[config.mk]
export PLATFORM = sky130hd
export DESIGN_NAME = sbc_sideband_ctrl
export DESIGN_NICKNAME = d
export VERILOG_FILES = /design/src/rtl/sbc_low_filter.v /design/src/rtl/sbc_flag_bank.v /design/src/rtl/sbc_sideband_ctrl.v
export VERILOG_INCLUDE_DIRS = /design/src /design/src/common
export SDC_FILE = /design/constraint.sdc
export NUM_CORES = 1
export LEC_CHECK = 0
export ABC_CLOCK_PERIOD_IN_PS = 2110
export BUFFER_PORTS_ARGS = -buffer_cell sky130_fd_sc_hd__buf_2
export CAP_MARGIN = 10
export CORE_MARGIN = 3
export CORE_UTILIZATION = 30
export DETAILED_ROUTE_END_ITERATION = 16
export PLACE_DENSITY = 0.53
export SYNTH_ARGS = -nofsm -noshare
export SYNTH_HDL_FRONTEND = slang
export SYNTH_SLANG_ARGS = --single-unit
export TNS_END_PERCENT = 30
[constraint.sdc]
create_clock -name CLK -period 2.11 [get_ports CLK]
set_clock_uncertainty 0.05 [all_clocks]
set_input_delay 0.211 -clock CLK [delete_from_list [all_inputs] [get_ports CLK]]
set_output_delay 0.211 -clock CLK [all_outputs]
set_load 0.02 [all_outputs]
[src/common/sbc_defines.vh]
`ifndef SBC_DEFINES_VH
`define SBC_DEFINES_VH

// ==========================================================
// Timing
// ==========================================================
`define SBC_CLK_PERIOD_NS   100
`define SBC_RESET_MIN_NS    10000
`define SBC_MGMT_INIT_NS    2000
// Least times round up to whole cycles
`define SBC_RESET_MIN_CYC   ((`SBC_RESET_MIN_NS + `SBC_CLK_PERIOD_NS - 1) / `SBC_CLK_PERIOD_NS)
`define SBC_MGMT_INIT_CYC   ((`SBC_MGMT_INIT_NS + `SBC_CLK_PERIOD_NS - 1) / `SBC_CLK_PERIOD_NS)

// ==========================================================
// Memory map offsets
// ==========================================================
`define SBC_ADDR_STATUS     8'h00
`define SBC_ADDR_FLAGS      8'h01
`define SBC_ADDR_FAULTS     8'h02
`define SBC_ADDR_CONTROL    8'h03
`define SBC_ADDR_CHAN_DIS   8'h04

// ==========================================================
// Field positions and reset values
// ==========================================================
`define SBC_STATUS_DNR_BIT  0
`define SBC_STATUS_LP_BIT   1
`define SBC_STATUS_SW_BIT   2
`define SBC_FLAGS_RDONE_BIT 0
`define SBC_CTRL_HPEN_BIT   0
`define SBC_CONTROL_RST     8'h00
`define SBC_CHAN_DIS_RST    8'h00

`endif

[src/rtl/sbc_low_filter.v]
`timescale 1ns/1ps
// ==========================================================
// Long-low detector for an active-low input
// ==========================================================
module sbc_low_filter #(
    parameter LIMIT = 100,
    parameter CW    = 16
) (
    // Clock and reset
    input  wire          clk,
    input  wire          rst,
    // Input level and result
    input  wire          level_n,
    output wire          long_low
);
    reg  [CW-1:0] cnt_q;
    wire [CW-1:0] lim = LIMIT[CW-1:0];

    // Count consecutive low samples, saturating at the limit
    always @(posedge clk) begin
        if (rst) begin
            cnt_q <= {CW{1'b0}};
        end else if (level_n) begin
            cnt_q <= {CW{1'b0}};
        end else if (cnt_q != lim) begin
            cnt_q <= cnt_q + {{(CW-1){1'b0}}, 1'b1};
        end
    end

    // Current low sample plus LIMIT earlier ones: strictly longer than the minimum
    assign long_low = ~level_n & (cnt_q == lim);
endmodule // sbc_low_filter

[src/rtl/sbc_flag_bank.v]
`timescale 1ns/1ps
// ==========================================================
// Sticky flag bank, write-one-to-clear, set wins
// ==========================================================
module sbc_flag_bank #(
    parameter W = 9
) (
    // Clock and reset
    input  wire          clk,
    input  wire          rst,
    // Events and clears
    input  wire [W-1:0]  set,
    input  wire [W-1:0]  clr,
    input  wire          clr_all,
    // Flag state
    output reg  [W-1:0]  flags_q
);
    // An event in the clearing cycle is kept, never lost
    always @(posedge clk) begin
        if (rst) begin
            flags_q <= {W{1'b0}};
        end else if (clr_all) begin
            flags_q <= set;
        end else begin
            flags_q <= (flags_q & ~clr) | set;
        end
    end
endmodule // sbc_flag_bank

[src/rtl/sbc_sideband_ctrl.v]
// Operation
// Management accesses are answered only while module select is held low.
// Host gives each module on a shared bus its own select line.
// Reset pin low longer than the minimum pulse restores all defaults.
// Host ignores status bits until the reset completion is signalled.
// Reset completion raises the interrupt with data-not-ready reading negated.
// Power-up raises the completion interrupt without any reset pulse.
// Init-mode input is pulled up internally, so undriven means software control.
// Init-mode high keeps low power until software enables high power.
// Init-mode low moves to high power once management init finishes.
// Host holds the init-mode level constant while the module is present.
// Presence line is tied to ground whenever the module is inserted.
// Open-collector interrupt goes low for faults or critical status.
// Host reads the memory map to find the interrupt source.
// Each channel is addressable and can be switched off individually.
// Interrupt stays asserted until every pending flag has been cleared.
`timescale 1ns/1ps
`include "sbc_defines.vh"

module sbc_sideband_ctrl #(
    parameter NCH       = 8,
    parameter RST_CYC   = `SBC_RESET_MIN_CYC,
    parameter INIT_CYC  = `SBC_MGMT_INIT_CYC,
    parameter CW        = 16
) (
    // Clock and reset
    input  wire             CLK,
    input  wire             RST,
    // Host sideband inputs
    input  wire             MODULE_SELECT_N,
    input  wire             MODULE_RESET_N,
    input  wire             INIT_CONTROL_SELECT,
    input  wire             INIT_CONTROL_SELECT_DRIVEN,
    // Open-drain sideband outputs
    output wire             MODULE_PRESENT_N_O,
    output wire             MODULE_PRESENT_N_OE,
    output wire             INTERRUPT_N_O,
    output wire             INTERRUPT_N_OE,
    // Management access from the two-wire target
    input  wire             MGMT_REQ,
    input  wire             MGMT_WR,
    input  wire [7:0]       MGMT_ADDR,
    input  wire [7:0]       MGMT_WDATA,
    output reg              MGMT_ACK,
    output reg  [7:0]       MGMT_RDATA,
    // Channel events and controls
    input  wire [NCH-1:0]   CHANNEL_FAULT,
    output reg  [NCH-1:0]   CHANNEL_ENABLE,
    output reg              LOW_POWER_SELECT,
    output reg              DATA_NOT_READY
);

    // ==========================================================
    // States
    // ==========================================================
    // Pin reset hold, init count-up, low power, high power
    localparam ST_RESET = 2'd0;
    localparam ST_INIT  = 2'd1;
    localparam ST_LOW   = 2'd2;
    localparam ST_HIGH  = 2'd3;

    // ==========================================================
    // Address decode helper
    // ==========================================================
    // Exact match of an offset against one map entry
    function hit;
        input [7:0] addr;
        input [7:0] target;
        begin
            hit = (addr == target);
        end
    endfunction

    // ==========================================================
    // Declarations
    // ==========================================================
    // Sequencer state and init counter
    reg  [1:0]      state_q;
    reg  [1:0]      state_d;
    reg  [CW-1:0]   init_cnt_q;
    reg  [CW-1:0]   init_cnt_d;
    // Host-written settings, latched strap and reset-done strobe
    reg  [7:0]      control_q;
    reg  [NCH-1:0]  chan_dis_q;
    reg             sw_mode_q;
    reg             rdone_set;
    // Qualified pin levels and access strobes
    wire            pin_reset;
    wire            init_mode;
    wire            access;
    wire            wr_en;
    // Sticky flag bank wiring
    wire [NCH:0]    flag_set;
    wire [NCH:0]    flag_clr;
    wire [NCH:0]    flags;
    // Derived control bit and last init count value
    wire            hp_enable;
    wire [CW-1:0]   init_last;

    // Last count value; init lasts INIT_CYC cycles from entry
    assign init_last = INIT_CYC[CW-1:0] - {{(CW-1){1'b0}}, 1'b1};

    // ==========================================================
    // Reset pin qualification
    // ==========================================================
    // Short glitches on the reset pin are ignored by design
    sbc_low_filter #(
        .LIMIT   (RST_CYC),
        .CW      (CW)
    ) u_rst_filter (
        .clk     (CLK),
        .rst     (RST),
        .level_n (MODULE_RESET_N),
        .long_low(pin_reset)
    );

    // ==========================================================
    // Pin-level behaviour
    // ==========================================================
    // Undriven init-mode input reads high
    assign init_mode = INIT_CONTROL_SELECT_DRIVEN ? INIT_CONTROL_SELECT : 1'b1;

    // Presence is a hard ground path while inserted
    assign MODULE_PRESENT_N_O  = 1'b0;
    assign MODULE_PRESENT_N_OE = 1'b1;

    // Open collector: only ever pulls low, released otherwise
    assign INTERRUPT_N_O  = 1'b0;
    assign INTERRUPT_N_OE = |flags;

    // ==========================================================
    // Management access gating
    // ==========================================================
    // Traffic is seen only with select low and the core out of reset
    // A held request is taken again on every cycle
    assign access = MGMT_REQ & ~MODULE_SELECT_N & (state_q != ST_RESET);
    assign wr_en  = access & MGMT_WR;

    // ==========================================================
    // Sticky flags: bit 0 reset done, upper bits channel faults
    // ==========================================================
    // Faults of channels switched off are not reported
    assign flag_set = {CHANNEL_FAULT & ~chan_dis_q, rdone_set};
    // Clears land only on a taken write
    assign flag_clr = {wr_en && hit(MGMT_ADDR, `SBC_ADDR_FAULTS) ?
                           MGMT_WDATA[NCH-1:0] : {NCH{1'b0}},
                       wr_en && hit(MGMT_ADDR, `SBC_ADDR_FLAGS) &
                           MGMT_WDATA[`SBC_FLAGS_RDONE_BIT]};

    // Pin reset wipes the bank; an event in that cycle survives
    sbc_flag_bank #(
        .W       (NCH + 1)
    ) u_flags (
        .clk     (CLK),
        .rst     (RST),
        .set     (flag_set),
        .clr     (flag_clr),
        .clr_all (pin_reset),
        .flags_q (flags)
    );

    // ==========================================================
    // Control and channel registers
    // ==========================================================
    // A qualified pin reset returns every setting to its default
    always @(posedge CLK) begin
        if (RST || pin_reset) begin
            control_q  <= `SBC_CONTROL_RST;
            chan_dis_q <= `SBC_CHAN_DIS_RST;
        // Refused writes never get this far
        end else if (wr_en) begin
            if (hit(MGMT_ADDR, `SBC_ADDR_CONTROL)) begin
                control_q <= MGMT_WDATA;
            end
            if (hit(MGMT_ADDR, `SBC_ADDR_CHAN_DIS)) begin
                chan_dis_q <= MGMT_WDATA[NCH-1:0];
            end
        end
    end

    // Software permission to leave low power
    assign hp_enable = control_q[`SBC_CTRL_HPEN_BIT];

    // ==========================================================
    // Power and initialisation sequencer
    // ==========================================================
    // Power-up enters init directly, so completion is posted unasked
    always @* begin
        state_d    = state_q;
        init_cnt_d = init_cnt_q;
        rdone_set  = 1'b0;
        case (state_q)
            ST_RESET: begin
                // Held here for as long as the pin stays low
                init_cnt_d = {CW{1'b0}};
                if (MODULE_RESET_N) begin
                    state_d = ST_INIT;
                end
            end
            ST_INIT: begin
                if (init_cnt_q == init_last) begin
                    rdone_set = 1'b1;
                    if (init_mode) begin
                        state_d = ST_LOW;
                    end else begin
                        state_d = ST_HIGH;
                    end
                end else begin
                    init_cnt_d = init_cnt_q + {{(CW-1){1'b0}}, 1'b1};
                end
            end
            ST_LOW: begin
                // Hardware mode never waits for software
                if (!sw_mode_q || hp_enable) begin
                    state_d = ST_HIGH;
                end
            end
            ST_HIGH: begin
                // Software may drop back to low power in its own mode
                if (sw_mode_q && !hp_enable) begin
                    state_d = ST_LOW;
                end
            end
            default: begin
                state_d = ST_RESET;
            end
        endcase
        // A qualified pin reset overrides every state
        if (pin_reset) begin
            state_d = ST_RESET;
        end
    end

    // State, counter and latched init mode
    always @(posedge CLK) begin
        if (RST) begin
            state_q    <= ST_INIT;
            init_cnt_q <= {CW{1'b0}};
            sw_mode_q  <= 1'b1;
        end else begin
            state_q    <= state_d;
            init_cnt_q <= init_cnt_d;
            // Host keeps the level steady, so one sample per init suffices
            if (state_q == ST_INIT && state_d != ST_INIT) begin
                sw_mode_q <= init_mode;
            end
        end
    end

    // ==========================================================
    // Status outputs
    // ==========================================================
    // Data-not-ready stays set until the cycle completion is flagged
    always @(posedge CLK) begin
        if (RST) begin
            DATA_NOT_READY   <= 1'b1;
            LOW_POWER_SELECT <= 1'b1;
            CHANNEL_ENABLE   <= {NCH{1'b0}};
        end else begin
            // Driven from the next state, so they move with it
            DATA_NOT_READY   <= (state_d == ST_RESET) || (state_d == ST_INIT);
            LOW_POWER_SELECT <= (state_d != ST_HIGH);
            // Channels run only in high power and when not switched off
            CHANNEL_ENABLE   <= (state_d == ST_HIGH) ?
                                ~chan_dis_q : {NCH{1'b0}};
        end
    end

    // ==========================================================
    // Management read path
    // ==========================================================
    // One-cycle answer; unmapped offsets read as zero
    always @(posedge CLK) begin
        if (RST) begin
            MGMT_ACK   <= 1'b0;
            MGMT_RDATA <= 8'h00;
        end else begin
            // Ack every taken access, reads and writes alike
            MGMT_ACK <= access;
            if (access && !MGMT_WR) begin
                MGMT_RDATA <= 8'h00;
                // Offsets are exclusive, so at most one branch fires
                if (hit(MGMT_ADDR, `SBC_ADDR_STATUS)) begin
                    MGMT_RDATA[`SBC_STATUS_DNR_BIT] <= DATA_NOT_READY;
                    MGMT_RDATA[`SBC_STATUS_LP_BIT]  <= LOW_POWER_SELECT;
                    MGMT_RDATA[`SBC_STATUS_SW_BIT]  <= sw_mode_q;
                end
                if (hit(MGMT_ADDR, `SBC_ADDR_FLAGS)) begin
                    MGMT_RDATA[`SBC_FLAGS_RDONE_BIT] <= flags[0];
                end
                if (hit(MGMT_ADDR, `SBC_ADDR_FAULTS)) begin
                    MGMT_RDATA[NCH-1:0] <= flags[NCH:1];
                end
                if (hit(MGMT_ADDR, `SBC_ADDR_CONTROL)) begin
                    MGMT_RDATA <= control_q;
                end
                if (hit(MGMT_ADDR, `SBC_ADDR_CHAN_DIS)) begin
                    MGMT_RDATA[NCH-1:0] <= chan_dis_q;
                end
            end
        end
    end

endmodule // sbc_sideband_ctrl

# Yosys cells after proc, flatten, opt, wreduce, memory -nomap -nowiden
# Cells that the tools add are included.
[word_totals]
inputBits = 32
word_cells = 83
register_bits = 79
[op_classes]
addsub = 2
eq_ne = 15
reduce_logical = 22
n_mux = 19
bitwise = 13
[ops]
columns = ["cell", "count"]
rows = [
  ["$add 16x1->16 const B", 2],
  ["$mux 8", 4],
  ["$pmux 16 s2", 1],
  ["$eq 16x5->1 const B", 1],
  ["$eq 16x7->1 const B", 1],
  ["$eq 8x2->1 const B", 2],
  ["$mux 16", 1],
  ["$ne 16x7->1 const B", 1],
  ["$mux 2", 5],
  ["$and 9x9->9", 1],
  ["$mux 9", 1],
  ["$not 9->9", 1],
  ["$or 9x9->9", 1],
  ["$reduce_or 9->1", 1],
  ["$and 8x8->8", 1],
  ["$eq 8x1->1 const B", 1],
  ["$eq 8x3->1 const B", 1],
  ["$logic_not 8->1", 1],
  ["$not 8->8", 1],
  ["$pmux 2 s4", 1],
  ["$eq 2x2->1 const B", 3],
  ["$reduce_and 2->1", 3],
  ["$and 1x1->1", 5],
  ["$logic_and 1x1->1", 5],
  ["other kinds (11)", 26],
]

# Longest topological paths before layout
# Gate-level depths: netlist of run 1.
[logic_depth]
ltp_word = 10
ltp_mapped = 9
depth_no_buf = 7

# Cells and area by module
# From an unflattened synthesis of run 1, not the netlist that was laid out.
[hier_totals]
cells_unflattened = 448
area_unflattened_um2 = 3844.9
[by_module_without_submodules]
columns = ["mod", "area_each_um2", "instances", "seq_area_each_um2", "cells_per_inst"]
rows = [
  ["sbc_sideband_ctrl", 2711.4, 1, 1081.0, 318],
  ["sbc_low_filter", 792.0, 1, 320.3, 93],
  ["sbc_flag_bank", 341.6, 1, 180.2, 37],
]

# Worst setup path after synthesis of run 1
# Ideal clock, no wire load.
[synth_timing]
path_kind = "flip-flop to flip-flop"
startpoint = "register u_rst_filter.cnt_q[0]"
endpoint = "register u_flags.flags_q[8]"
slack_ns = -0.012
t_arrival_ns = 1.954
path_stages_with_launch = 8
required_ns = 1.943
setup_time_ns = 0.117
cell_sequence = "dfxtp_1 inv_1 ha_1 or4b_4 nor4_4 a21oi_2 buf_6 a32o_1"
[synth_via]
elab_chain_cells = 3
[synth_lines]
columns = ["item", "line_no", "source"]
rows = [
  ["start, declared", "sbc_low_filter.v:16", "reg [CW-1:0] cnt_q;"],
  ["start signal, assigned", "sbc_low_filter.v:22", "cnt_q <= {CW{1'b0}};"],
  ["start signal, assigned", "sbc_low_filter.v:24", "cnt_q <= {CW{1'b0}};"],
  ["start signal, assigned", "sbc_low_filter.v:26", "cnt_q <= cnt_q + {{(CW-1){1'b0}}, 1'b1};"],
  ["$eq 16x7->1", "sbc_low_filter.v:31", "assign long_low = ~level_n & (cnt_q == lim);"],
  ["$and 1x1->1", "sbc_low_filter.v:31", ""],
  ["$mux 9", "sbc_flag_bank.v:22", "end else if (clr_all) begin"],
  ["end signal, assigned", "sbc_flag_bank.v:21", "flags_q <= {W{1'b0}};"],
  ["end signal, assigned", "sbc_flag_bank.v:23", "flags_q <= set;"],
  ["end signal, assigned", "sbc_flag_bank.v:25", "flags_q <= (flags_q & ~clr) | set;"],
  ["end, declared", "sbc_flag_bank.v:16", "output reg [W-1:0] flags_q"],
]
# No other way between the ends.
# A chain may end at the register's enable or synchronous reset.

# Worst setup path after layout of run 1
[layout_timing]
startpoint = "register u_rst_filter.cnt_q[0]"
endpoint = "register control_q[6]"
[layout_via]
elab_chain_cells = 3
[layout_lines]
columns = ["item", "line_no", "source"]
rows = [
  ["$eq 16x7->1", "sbc_low_filter.v:31", ""],
  ["$and 1x1->1", "sbc_low_filter.v:31", ""],
  ["$logic_or 1x1->1", "sbc_sideband_ctrl.v:167", "if (RST || pin_reset) begin"],
  ["end signal, assigned", "sbc_sideband_ctrl.v:168", "control_q <= `SBC_CONTROL_RST;"],
  ["end, declared", "sbc_sideband_ctrl.v:83", "reg [7:0] control_q;"],
]
# No other way between the ends.

==> results_dict.tcl, run 1 <==
set metrics [dict create \
    rsz0062_at_grt "true" \
    grt_pass1_vias 2941 \
    cts.htree.levels 3 \
    synth_cell_types 50 \
    vias_per_cell 5.00 \
    first_pass_iters 4 \
    antenna_found_initial 0 \
    finalCritPeriodShare_pct 97.1 \
    crit_path_start "u_rst_filter.cnt_q[0]$_SDFFE_PP0P_" \
    hpwl_um 6590 \
    ir_worst_vdd_mv 0.409 \
    vias 3018 \
    worstReg2RegStart "u_rst_filter.cnt_q[0]$_SDFFE_PP0P_" \
    multi_input_area_sq_um 1880 \
    hold_viol_final 0 \
    hp-class "input pin to register" \
    num-nets-final 492 \
    worstMarginPinSlew_ps 619 \
    cts-root-buf "clkbuf_16" \
    wl_per_cell_um 15.1 \
    cap_violations 0 \
    min_period_ps 2050 \
    synthArstFlopShare_pct 0 \
    synth_flop_cell "dfxtp_1" \
    whs_path_depth 2 \
    status "completed" \
    track_usage_pct 14.2 \
    reg2reg_depth 9 \
    gp_congestion 0.785 \
    power_density_nw_per_um2 753 \
    critPathKind "register to register" \
    grt_max_degree 17 \
    syn_to_final_growth_pct 22.0 \
    finalMaxSlewViolations 0 \
    synth-seq-area-share_pct 44.2 \
    synth_seq_cells 79 \
    cp_max_fo 16 \
    netlist_area_sq_um 3570 \
    cts_made_buffers 9 \
    n_antenna_cell 0 \
    fillers 1205 \
    hold_ws_ps 53.5 \
    ios 55 \
    grt_pass1_wl_um 14900 \
    tns_ps 0 \
    die_h_um 115 \
    cts.sinks 79 \
    startpoint_type "register" \
    arrival_ps 2230 \
    layout_common_cells "78 x dfxtp_1, 69 x nor2_1, 51 x buf_2" \
    dieArea_sq_um 13300 \
    p_leak_nw 1.82 \
    cp-end-kind "register" \
    synth_area_per_cell_sq_um 8.96 \
    setup_viol 0 \
    yosys_warnings 0 \
    clk_path_buf_depth 2 \
    row_count 39 \
    slowest_delay_ps 470 \
    cts_hold_buf 0 \
    path_cells "inv_2, ha_1, or4b_4, nor4_4, buf_4, nand2_1, nand2b_1, buf_12, nor2_1" \
    power_mw 3.29 \
    crit_slowest_cell "or4b_4" \
    hp-start "CHANNEL_FAULT[7]" \
    die_x_um 115 \
    final_core_util_pct 37.9 \
    cts_tree "done" \
    synth_enable_flop_cells 0 \
    clock_latency_ps 340 \
    ant_nets 0 \
    maxSlewHeadroom_pct 58.2 \
    final_common_cell "dfxtp_1" \
    required_ps 2290 \
    drt_iter0_drc 161 \
    clk_pin_slew_ps 60 \
    seq_area_sq_um 1580 \
    overflow 0 \
    drc 0 \
    initial_core_util_pct 31.0 \
    max_freq_mhz 488 \
    synth_cells 399 \
    drive_gt1_share_pct 24.3 \
    io_buffers 51 \
    wl_um 9120 \
    setup_ws_ps 61.5 \
    dp_slack_ps -9.63 \
    core_sq_um 11500 \
]
[timing repair]
action | in CTS | in global routing
gates cloned | 0 | 1
resized for setup | 1 | 6
setup buffers | 0 | 2
pin swaps | 0 | 3
endpoints found under the setup margin | 4 | 19
[layout make-up]
type	count	share of cell area, %
clock buffers	9	5.16
clock inverters	6	1.58
inverters	6	0.516
multi-input cells	292	43.1
flip-flops and latches	79	36.3
well taps	143	4.10
repair buffers	69	9.24
[Yosys cell counts, types with 7 or more instances]
library cell | number | share of area, %
nor2_1 | 69 | 7.2
mux2i_1 | 18 | 5.0
xor2_1 | 14 | 3.4
clkbuf_1 | 17 | 1.8
a21oi_1 | 9 | 1.3
dfxtp_1 | 79 | 44
nand3_1 | 16 | 2.2
a22o_1 | 8 | 2.0
nand2_1 | 24 | 2.5
nand4_1 | 12 | 2.1
xnor2_1 | 9 | 2.2
nor3_1 | 15 | 2.1
a31o_2 | 7 | 1.7
nor3b_1 | 8 | 1.7
[where the power goes]
group | internal [mW] | leakage (nW) | switching (mW)
Sequential | 1.52 | 0.641 | 0.0239
Combinational | 0.0858 | 1.04 | 0.107
Clock | 0.918 | 0.142 | 0.633
[registers in the layout, indices dropped and copies added, names as in the netlist]
name	cells
u_rst_filter.cnt_q	16
MGMT_ACK	1
MGMT_RDATA	8
init_cnt_q	16
u_flags.flags_q	9
control_q	8
CHANNEL_ENABLE	8
LOW_POWER_SELECT	1
DATA_NOT_READY	1
sw_mode_q	1
state_q	2
chan_dis_q	8
[logic make-up (layout without fill, tap and decap cells)]
kind of cell,count (synthesis),after routing,synth area share [%]
simple gates,191,192,28.0
flops,79,79,44.2
compound gates,48,48,10.0
buf+inv,30,90,4.20
xor+xnor,23,23,5.64
mux,23,23,6.62
fa+ha+maj,3,3,1.05
other cells,2,3,0.210
[metrics by stage]
stage / cell area [sq um] / cells
2_1_floorplan: 3580 / 400
3_3_place_gp: 4020 / 586
3_5_place_dp: 4020 / 586
4_1_cts: 4320 / 601
5_1_grt: 4360 / 604
6_report: 4360 / 604
[final timing paths]
path	end	slack, ps
worst max-delay path	control_q[6]$_SDFFE_PP0P_	60
worst min-delay path	u_flags.flags_q[8]$_SDFF_PP0_	50
worst max register to register	control_q[6]$_SDFFE_PP0P_	60
worst min register to register	MGMT_RDATA[1]$_SDFFE_PP0P_	400
[worst max-delay path, delay by kind of cell (launching register included)]
family                   cells  cell delay (ps)
flip-flops                   1              330
AND/OR/NAND/NOR              5             1010
adder cells (fa/ha/maj)      1              150
buffers and inverters        3              390
[layer usage]
| layer | wire length, um | GRT usage [%] | up-vias |
|---|---|---|---|
| met3 | 396 | 3.21 | 14 |
| met4 | 188 | 6.49 | 0 |
| li1 | - | - | 1525 |
| met1 | 4540 | 19.6 | 1408 |
| met2 | 4000 | 21.1 | 71 |
| met5 | 0 | 0 | - |
(Power assumes the default switching activity.)
==> run 2: changes to the inputs <==
--- a/config.mk
+++ b/config.mk
@@ -7,12 +7,12 @@
 export NUM_CORES = 1
 export LEC_CHECK = 0
 export ABC_CLOCK_PERIOD_IN_PS = 2110
-export BUFFER_PORTS_ARGS = -buffer_cell sky130_fd_sc_hd__buf_2
 export CAP_MARGIN = 10
 export CORE_MARGIN = 3
-export CORE_UTILIZATION = 30
+export CORE_UTILIZATION = 55
 export DETAILED_ROUTE_END_ITERATION = 16
-export PLACE_DENSITY = 0.53
+export DONT_BUFFER_PORTS = 1
+export PLACE_DENSITY = 0.77
 export SYNTH_ARGS = -nofsm -noshare
 export SYNTH_HDL_FRONTEND = slang
 export SYNTH_SLANG_ARGS = --single-unit
==> constraint.sdc (replaced) <==
create_clock -name CLK -period 2.11 [get_ports CLK]
set_clock_uncertainty 0.05 [all_clocks]
set_input_delay 0.211 -clock CLK [delete_from_list [all_inputs] [get_ports CLK]]
set_output_delay 0.211 -clock CLK [all_outputs]
set_load 0.05 [all_outputs]
==> results_dict.tcl, run 2 (synthesized netlist as in run 1, its figures left out) <==
set metrics [dict create \
    drc 0 \
    crit_slowest_cell "or4b_4" \
    initial_core_util_pct 58.6 \
    reg2reg_depth 7 \
    wl_per_cell_um 17.2 \
    antenna_found_initial 0 \
    die_h_um 86.6 \
    clk_path_buf_depth 2 \
    slowest_delay_ps 460 \
    cts-root-buf "clkbuf_8" \
    grt_max_degree 17 \
    status "completed" \
    clk_pin_slew_ps 90 \
    track_usage_pct 24.4 \
    hold_ws_ps 8.68 \
    core_sq_um 6100 \
    row_count 28 \
    rsz0062_at_grt "true" \
    critPathKind "register to register" \
    finalCritPeriodShare_pct 97.5 \
    vias_per_cell 6.09 \
    drt_iter0_drc 233 \
    setup_viol 0 \
    tns_ps 0 \
    cts_made_buffers 9 \
    ir_worst_vdd_mv 0.696 \
    grt_pass1_vias 2912 \
    min_period_ps 2060 \
    final_common_cell "dfxtp_1" \
    cap_violations 0 \
    required_ps 2310 \
    hp-class "input pin to register" \
    whs_path_depth 2 \
    p_leak_nw 1.65 \
    clock_latency_ps 360 \
    num-nets-final 453 \
    syn_to_final_growth_pct 15.2 \
    cts_tree "done" \
    overflow 0 \
    vias 3035 \
    cp_max_fo 11 \
    n_antenna_cell 0 \
    power_density_nw_per_um2 742 \
    startpoint_type "register" \
    drive_gt1_share_pct 16.3 \
    path_cells "inv_2, ha_4, or4b_4, nor4_4, buf_4, a21oi_2, a32o_1" \
    cts.htree.levels 3 \
    maxSlewHeadroom_pct 57.5 \
    finalMaxSlewViolations 0 \
    gp_congestion 0.906 \
    worstMarginPinSlew_ps 637 \
    grt_pass1_wl_um 14300 \
    ios 55 \
    crit_family "simple AND/OR/NAND/NOR gates" \
    cp.depth 7 \
    wl_um 8590 \
    hold_viol_final 0 \
    max_freq_mhz 486 \
    die_x_um 86.6 \
    arrival_ps 2260 \
    io_buffers 0 \
    cp-end-kind "register" \
    dieArea_sq_um 7500 \
    ant_nets 0 \
    first_pass_iters 6 \
    cts.sinks 79 \
    crit_buf_inv 2 \
    layout_common_cells "77 x dfxtp_1, 68 x nor2_1, 23 x nand2_1" \
    hpwl_um 5870 \
    reg_top3 "init_cnt_q: 16 flops, u_rst_filter.cnt_q: 16 flops, u_flags.flags_q: 9 flops" \
]
-- run 2: worst paths after layout --
path	slack, ps	endpoint	from
hold / removal	9	u_flags.flags_q[6]$_SDFF_PP0_	MGMT_WDATA[5]
hold reg to reg	430	CHANNEL_ENABLE[3]$_SDFF_PP0_	chan_dis_q[3]$_SDFFE_PP0P_
setup / recovery	50	u_flags.flags_q[8]$_SDFF_PP0_	u_rst_filter.cnt_q[0]$_SDFFE_PP0P_
setup reg to reg	50	u_flags.flags_q[8]$_SDFF_PP0_	u_rst_filter.cnt_q[0]$_SDFFE_PP0P_
-- run 2: report_power, final --
part | internal (mW) | switching, mW | total (mW)
registers | 1.52 | 0.0434 | 1.56
logic | 0.0868 | 0.0924 | 0.179
clock network | 0.693 | 0.621 | 1.31
total | 2.30 | 0.757 | 3.05
-- run 2: timing repair --
item                                   in CTS  in global routing
setup endpoints to repair                  35                 40
endpoints found under the hold margin      35                  0
hold buffers                               10                  0
gates cloned                                1                  0
buffers inserted                            5                  3
pin swaps                                   2                  2
gates resized for setup                     5                  7
-- run 2: layer usage --
layer  track usage, %  vias to the layer above  wire (um)
met5                0                        -          0
met4             7.79                        0        139
met3             6.94                       18        793
met2             36.5                      158       3810
met1             33.9                     1404       3840
li1                 -                     1455          -
-- run 2: layout make-up --
class / count / area, sq um
Clock inverter: 7 / 109
Inverter: 6 / 22.5
Timing Repair Buffer: 31 / 303
Fill cell: 483 / 1980
Sequential cell: 79 / 1580
Tap cell: 75 / 93.8
Clock buffer: 9 / 124
Multi-Input combinational cell: 291 / 1880
-- run 2: metrics by stage --
stage / power, mW / util (%) / setup WS [ps] / instance area, sq um / cells
2_1_floorplan: 1.71 / - / 30.6 / 3580 / 400
3_3_place_gp: 1.72 / 59.8 / 5.03 / 3650 / 463
3_5_place_dp: 1.73 / 59.8 / -108 / 3650 / 463
4_1_cts: 3.06 / 66.8 / 0.369 / 4070 / 495
5_1_grt: 3.17 / 67.5 / -14.3 / 4120 / 498
6_report: 3.05 / 67.5 / 52.4 / 4120 / 498
-- run 2: worst register-to-register path, cell delays in order (launching register included) --
cell     delay, ps
dfxtp_2        330
inv_2           80
ha_4           140
or4b_4         460
nor4_4         240
buf_4          170
a21oi_2        170
a32o_1         310
==> run 3: changes to the inputs <==
--- a/config.mk
+++ b/config.mk
@@ -6,13 +6,14 @@
 export SDC_FILE = /design/constraint.sdc
 export NUM_CORES = 1
 export LEC_CHECK = 0
-export ABC_CLOCK_PERIOD_IN_PS = 2110
+export ABC_AREA = 1
+export ABC_CLOCK_PERIOD_IN_PS = 2000
 export CAP_MARGIN = 10
 export CORE_MARGIN = 3
 export CORE_UTILIZATION = 55
 export DETAILED_ROUTE_END_ITERATION = 16
 export DONT_BUFFER_PORTS = 1
-export PLACE_DENSITY = 0.77
+export PLACE_DENSITY = 0.74
 export SYNTH_ARGS = -nofsm -noshare
 export SYNTH_HDL_FRONTEND = slang
 export SYNTH_SLANG_ARGS = --single-unit
==> constraint.sdc (replaced) <==
create_clock -name CLK -period 2 [get_ports CLK]
set_clock_uncertainty 0.05 [all_clocks]
set_input_delay 0.2 -clock CLK [delete_from_list [all_inputs] [get_ports CLK]]
set_output_delay 0.2 -clock CLK [all_outputs]
set_load 0.05 [all_outputs]
==> results_dict.tcl, run 3 <==
set metrics [dict create \
    hp-start "MGMT_WDATA[7]" \
    finalMaxSlewViolations 0 \
    worst_hold_path.endpoint "chan_dis_q[7]$_SDFFE_PP0P_" \
    r2r_slack_ps 250 \
    switching_share_pct 25.1 \
    cts_hold_buf 18 \
    power.share.clock_pct 42.2 \
    rsz0062_at_grt "false" \
    dieArea_sq_um 8180 \
    cts_tree "done" \
    cp_max_fo 19 \
    p_seq_share_pct 52.0 \
    layout_common_cells "118 x nand2_1, 79 x dfxtp_1, 74 x nand3_1" \
    cts_made_buffers 9 \
    ant_nets 0 \
    critPathKind "input pin to register" \
    die_x_um 90.5 \
    synth_area_per_cell_sq_um 6.97 \
    dp_slack_ps 288 \
    vias_per_cell 5.52 \
    maxSlewHeadroom_pct 47.4 \
    clock_latency_ps 350 \
    reg2reg_depth 9 \
    place_area_sq_um 4030 \
    grt_pass1_wl_um 16700 \
    clk_path_buf_depth 2 \
    worstMarginPinSlew_ps 786 \
    switchingPower_uw 803 \
    grt_pass1_vias 3572 \
    track_usage_pct 25.1 \
    whs_path_depth 2 \
    hp-class "input pin to register" \
    netlist_area_sq_um 3920 \
    initial_core_util_pct 57.1 \
    r2r_end "CHANNEL_ENABLE[7]$_SDFF_PP0_" \
    synth_cell_types 38 \
    setup_viol 0 \
    overflow 0 \
    yosys_warnings 0 \
    status "completed" \
    power_density_nw_per_um2 720 \
    startpoint_type "input pin" \
    cp-end-kind "register" \
    antenna_found_initial 0 \
    synth_enable_flop_cells 0 \
    finalCritPeriodShare_pct 93.4 \
    synthArstFlopShare_pct 0 \
    cts-root-buf "clkbuf_8" \
    ir_worst_vdd_mv 0.500 \
    fin_area_sq_um 4430 \
    p_leak_nw 1.72 \
    wl_um 10100 \
    cts.sinks 79 \
    io_buffers 0 \
    cts_resized 0 \
    synth_seq_cells 79 \
    hpwl_um 7300 \
    pwr-share-comb_pct 5.8 \
    clk_pin_slew_ps 80 \
    drc 0 \
    p_int_mw 2.39 \
    final_common_cell "nand2_1" \
    synth_top_area_share_pct 40.3 \
    tns_ps 0 \
    post_cts_buffers 0 \
    die_h_um 90.5 \
    synth_largest_area_cell "dfxtp_1" \
    synth_commonest_cells "118 x nand2_1, 79 x dfxtp_1, 74 x nand3_1" \
    synth-seq-area-share_pct 40.3 \
    core_sq_um 6870 \
    hold_viol_final 0 \
    required_ps 2250 \
    worstReg2RegStart "init_cnt_q[1]$_SDFFE_PP0P_" \
    cap_violations 0 \
    max_freq_mhz 535 \
    stdcell_count 689 \
    first_pass_iters 4 \
    num-nets-final 623 \
    vias 3803 \
    reg_top3 "init_cnt_q: 16 flops, u_rst_filter.cnt_q: 16 flops, u_flags.flags_q: 9 flops" \
    drt_iter0_drc 181 \
    drive_gt1_share_pct 10.5 \
    min_period_ps 1870 \
    cts.htree.levels 3 \
    row_count 30 \
    gp_congestion 0.920 \
    synth_flop_cell "dfxtp_1" \
    grt_max_degree 20 \
    syn_to_final_growth_pct 13.0 \
    wl_per_cell_um 14.6 \
    ios 55 \
    arrival_ps 2120 \
    dp.cells 655 \
    yosysMostFrequentCell "nand2_1" \
    synth_area_leaders "dfxtp_1 40%, nand2_1 11%, nand3_1 9.4%, nor2_1 6.7%, inv_1 5.5%" \
    n_antenna_cell 0 \
    setup_ws_ps 132 \
    synth_cells 563 \
]
## run 3: changes by cell type after synthesis, sizes merged, moves of 15 or more
cell / delta
nand2: +102
mux2i: -18
o21ai: +24
clkbuf: -15
a21oi: +25
inv: +58
nand3: +59
## run 3: area by class of cell
type                    instances  area (sq um)
clock buffers                   9           124
clock inverters                 7           104
fillers                       617          2440
inverters                      66           248
multi-input cells             407          2020
flip-flops and latches         79          1580
well taps                      96           120
repair buffers                 25           233
## run 3: worst max-delay path, cell delays in order
cell and delay (ps):
dlygate4sd3_1 820, nor2_2 400, clkinv_1 350, a21oi_1 210, o21a_1 130
## run 3: cell families (layout without fill, tap and decap cells)
logic type / after synthesis / after routing / synth area share (%)
AND/OR/NAND/NOR: 322 / 322 / 38.5
flip-flops: 79 / 79 / 40.3
buffers and inverters: 78 / 107 / 8.23
AO/OA/AOI/OAI: 77 / 77 / 11.4
adder cells (fa/ha/maj): 3 / 3 / 0.957
other: 2 / 3 / 0.191
XOR/XNOR: 2 / 2 / 0.447
## run 3: worst max path at each step
stage	end	slack (ps)	cells after the start	startpoint
CTS	u_rst_filter.cnt_q[10]$_SDFFE_PP0P_	180	5	RST
global placement	CHANNEL_ENABLE[5]$_SDFF_PP0_	340	11	u_rst_filter.cnt_q[0]$_SDFFE_PP0P_
finish	u_rst_filter.cnt_q[10]$_SDFFE_PP0P_	130	5	RST
detailed placement	CHANNEL_ENABLE[7]$_SDFF_PP0_	290	9	init_cnt_q[1]$_SDFFE_PP0P_
global route	u_rst_filter.cnt_q[3]$_SDFFE_PP0P_	50	4	RST
floorplan	CHANNEL_ENABLE[5]$_SDFF_PP0_	460	8	init_cnt_q[0]$_SDFFE_PP0P_
## run 3: power by group through the flow
stage	sequential, mW	clock (mW)	combinational, mW
2_1_floorplan	1.69	0	0.119
3_3_place_gp	1.70	0	0.136
3_5_place_dp	1.70	0	0.141
4_1_cts	1.66	1.37	0.184
5_1_grt	1.67	1.43	0.204
6_report	1.66	1.35	0.186
## run 3: metal layers
metal  GRT usage (%)  part of all wire, %  vias to the layer above
met5               0                    0                        -
met4            13.6                  4.0                        0
met3            5.00                  4.9                       27
met2            44.1                   49                      117
met1            28.5                   42                     1755
li1                -                    -                     1904
## run 3: per-stage QoR
stage                     utilization, %  power, mW  hold WS (ps)
after floorplan                        -       1.81           292
after global placement              58.6       1.83           225
after detailed placement            58.6       1.84           226
after CTS                           64.5       3.21          3.60
after global routing                64.5       3.30          19.2
final                               64.5       3.19          20.6
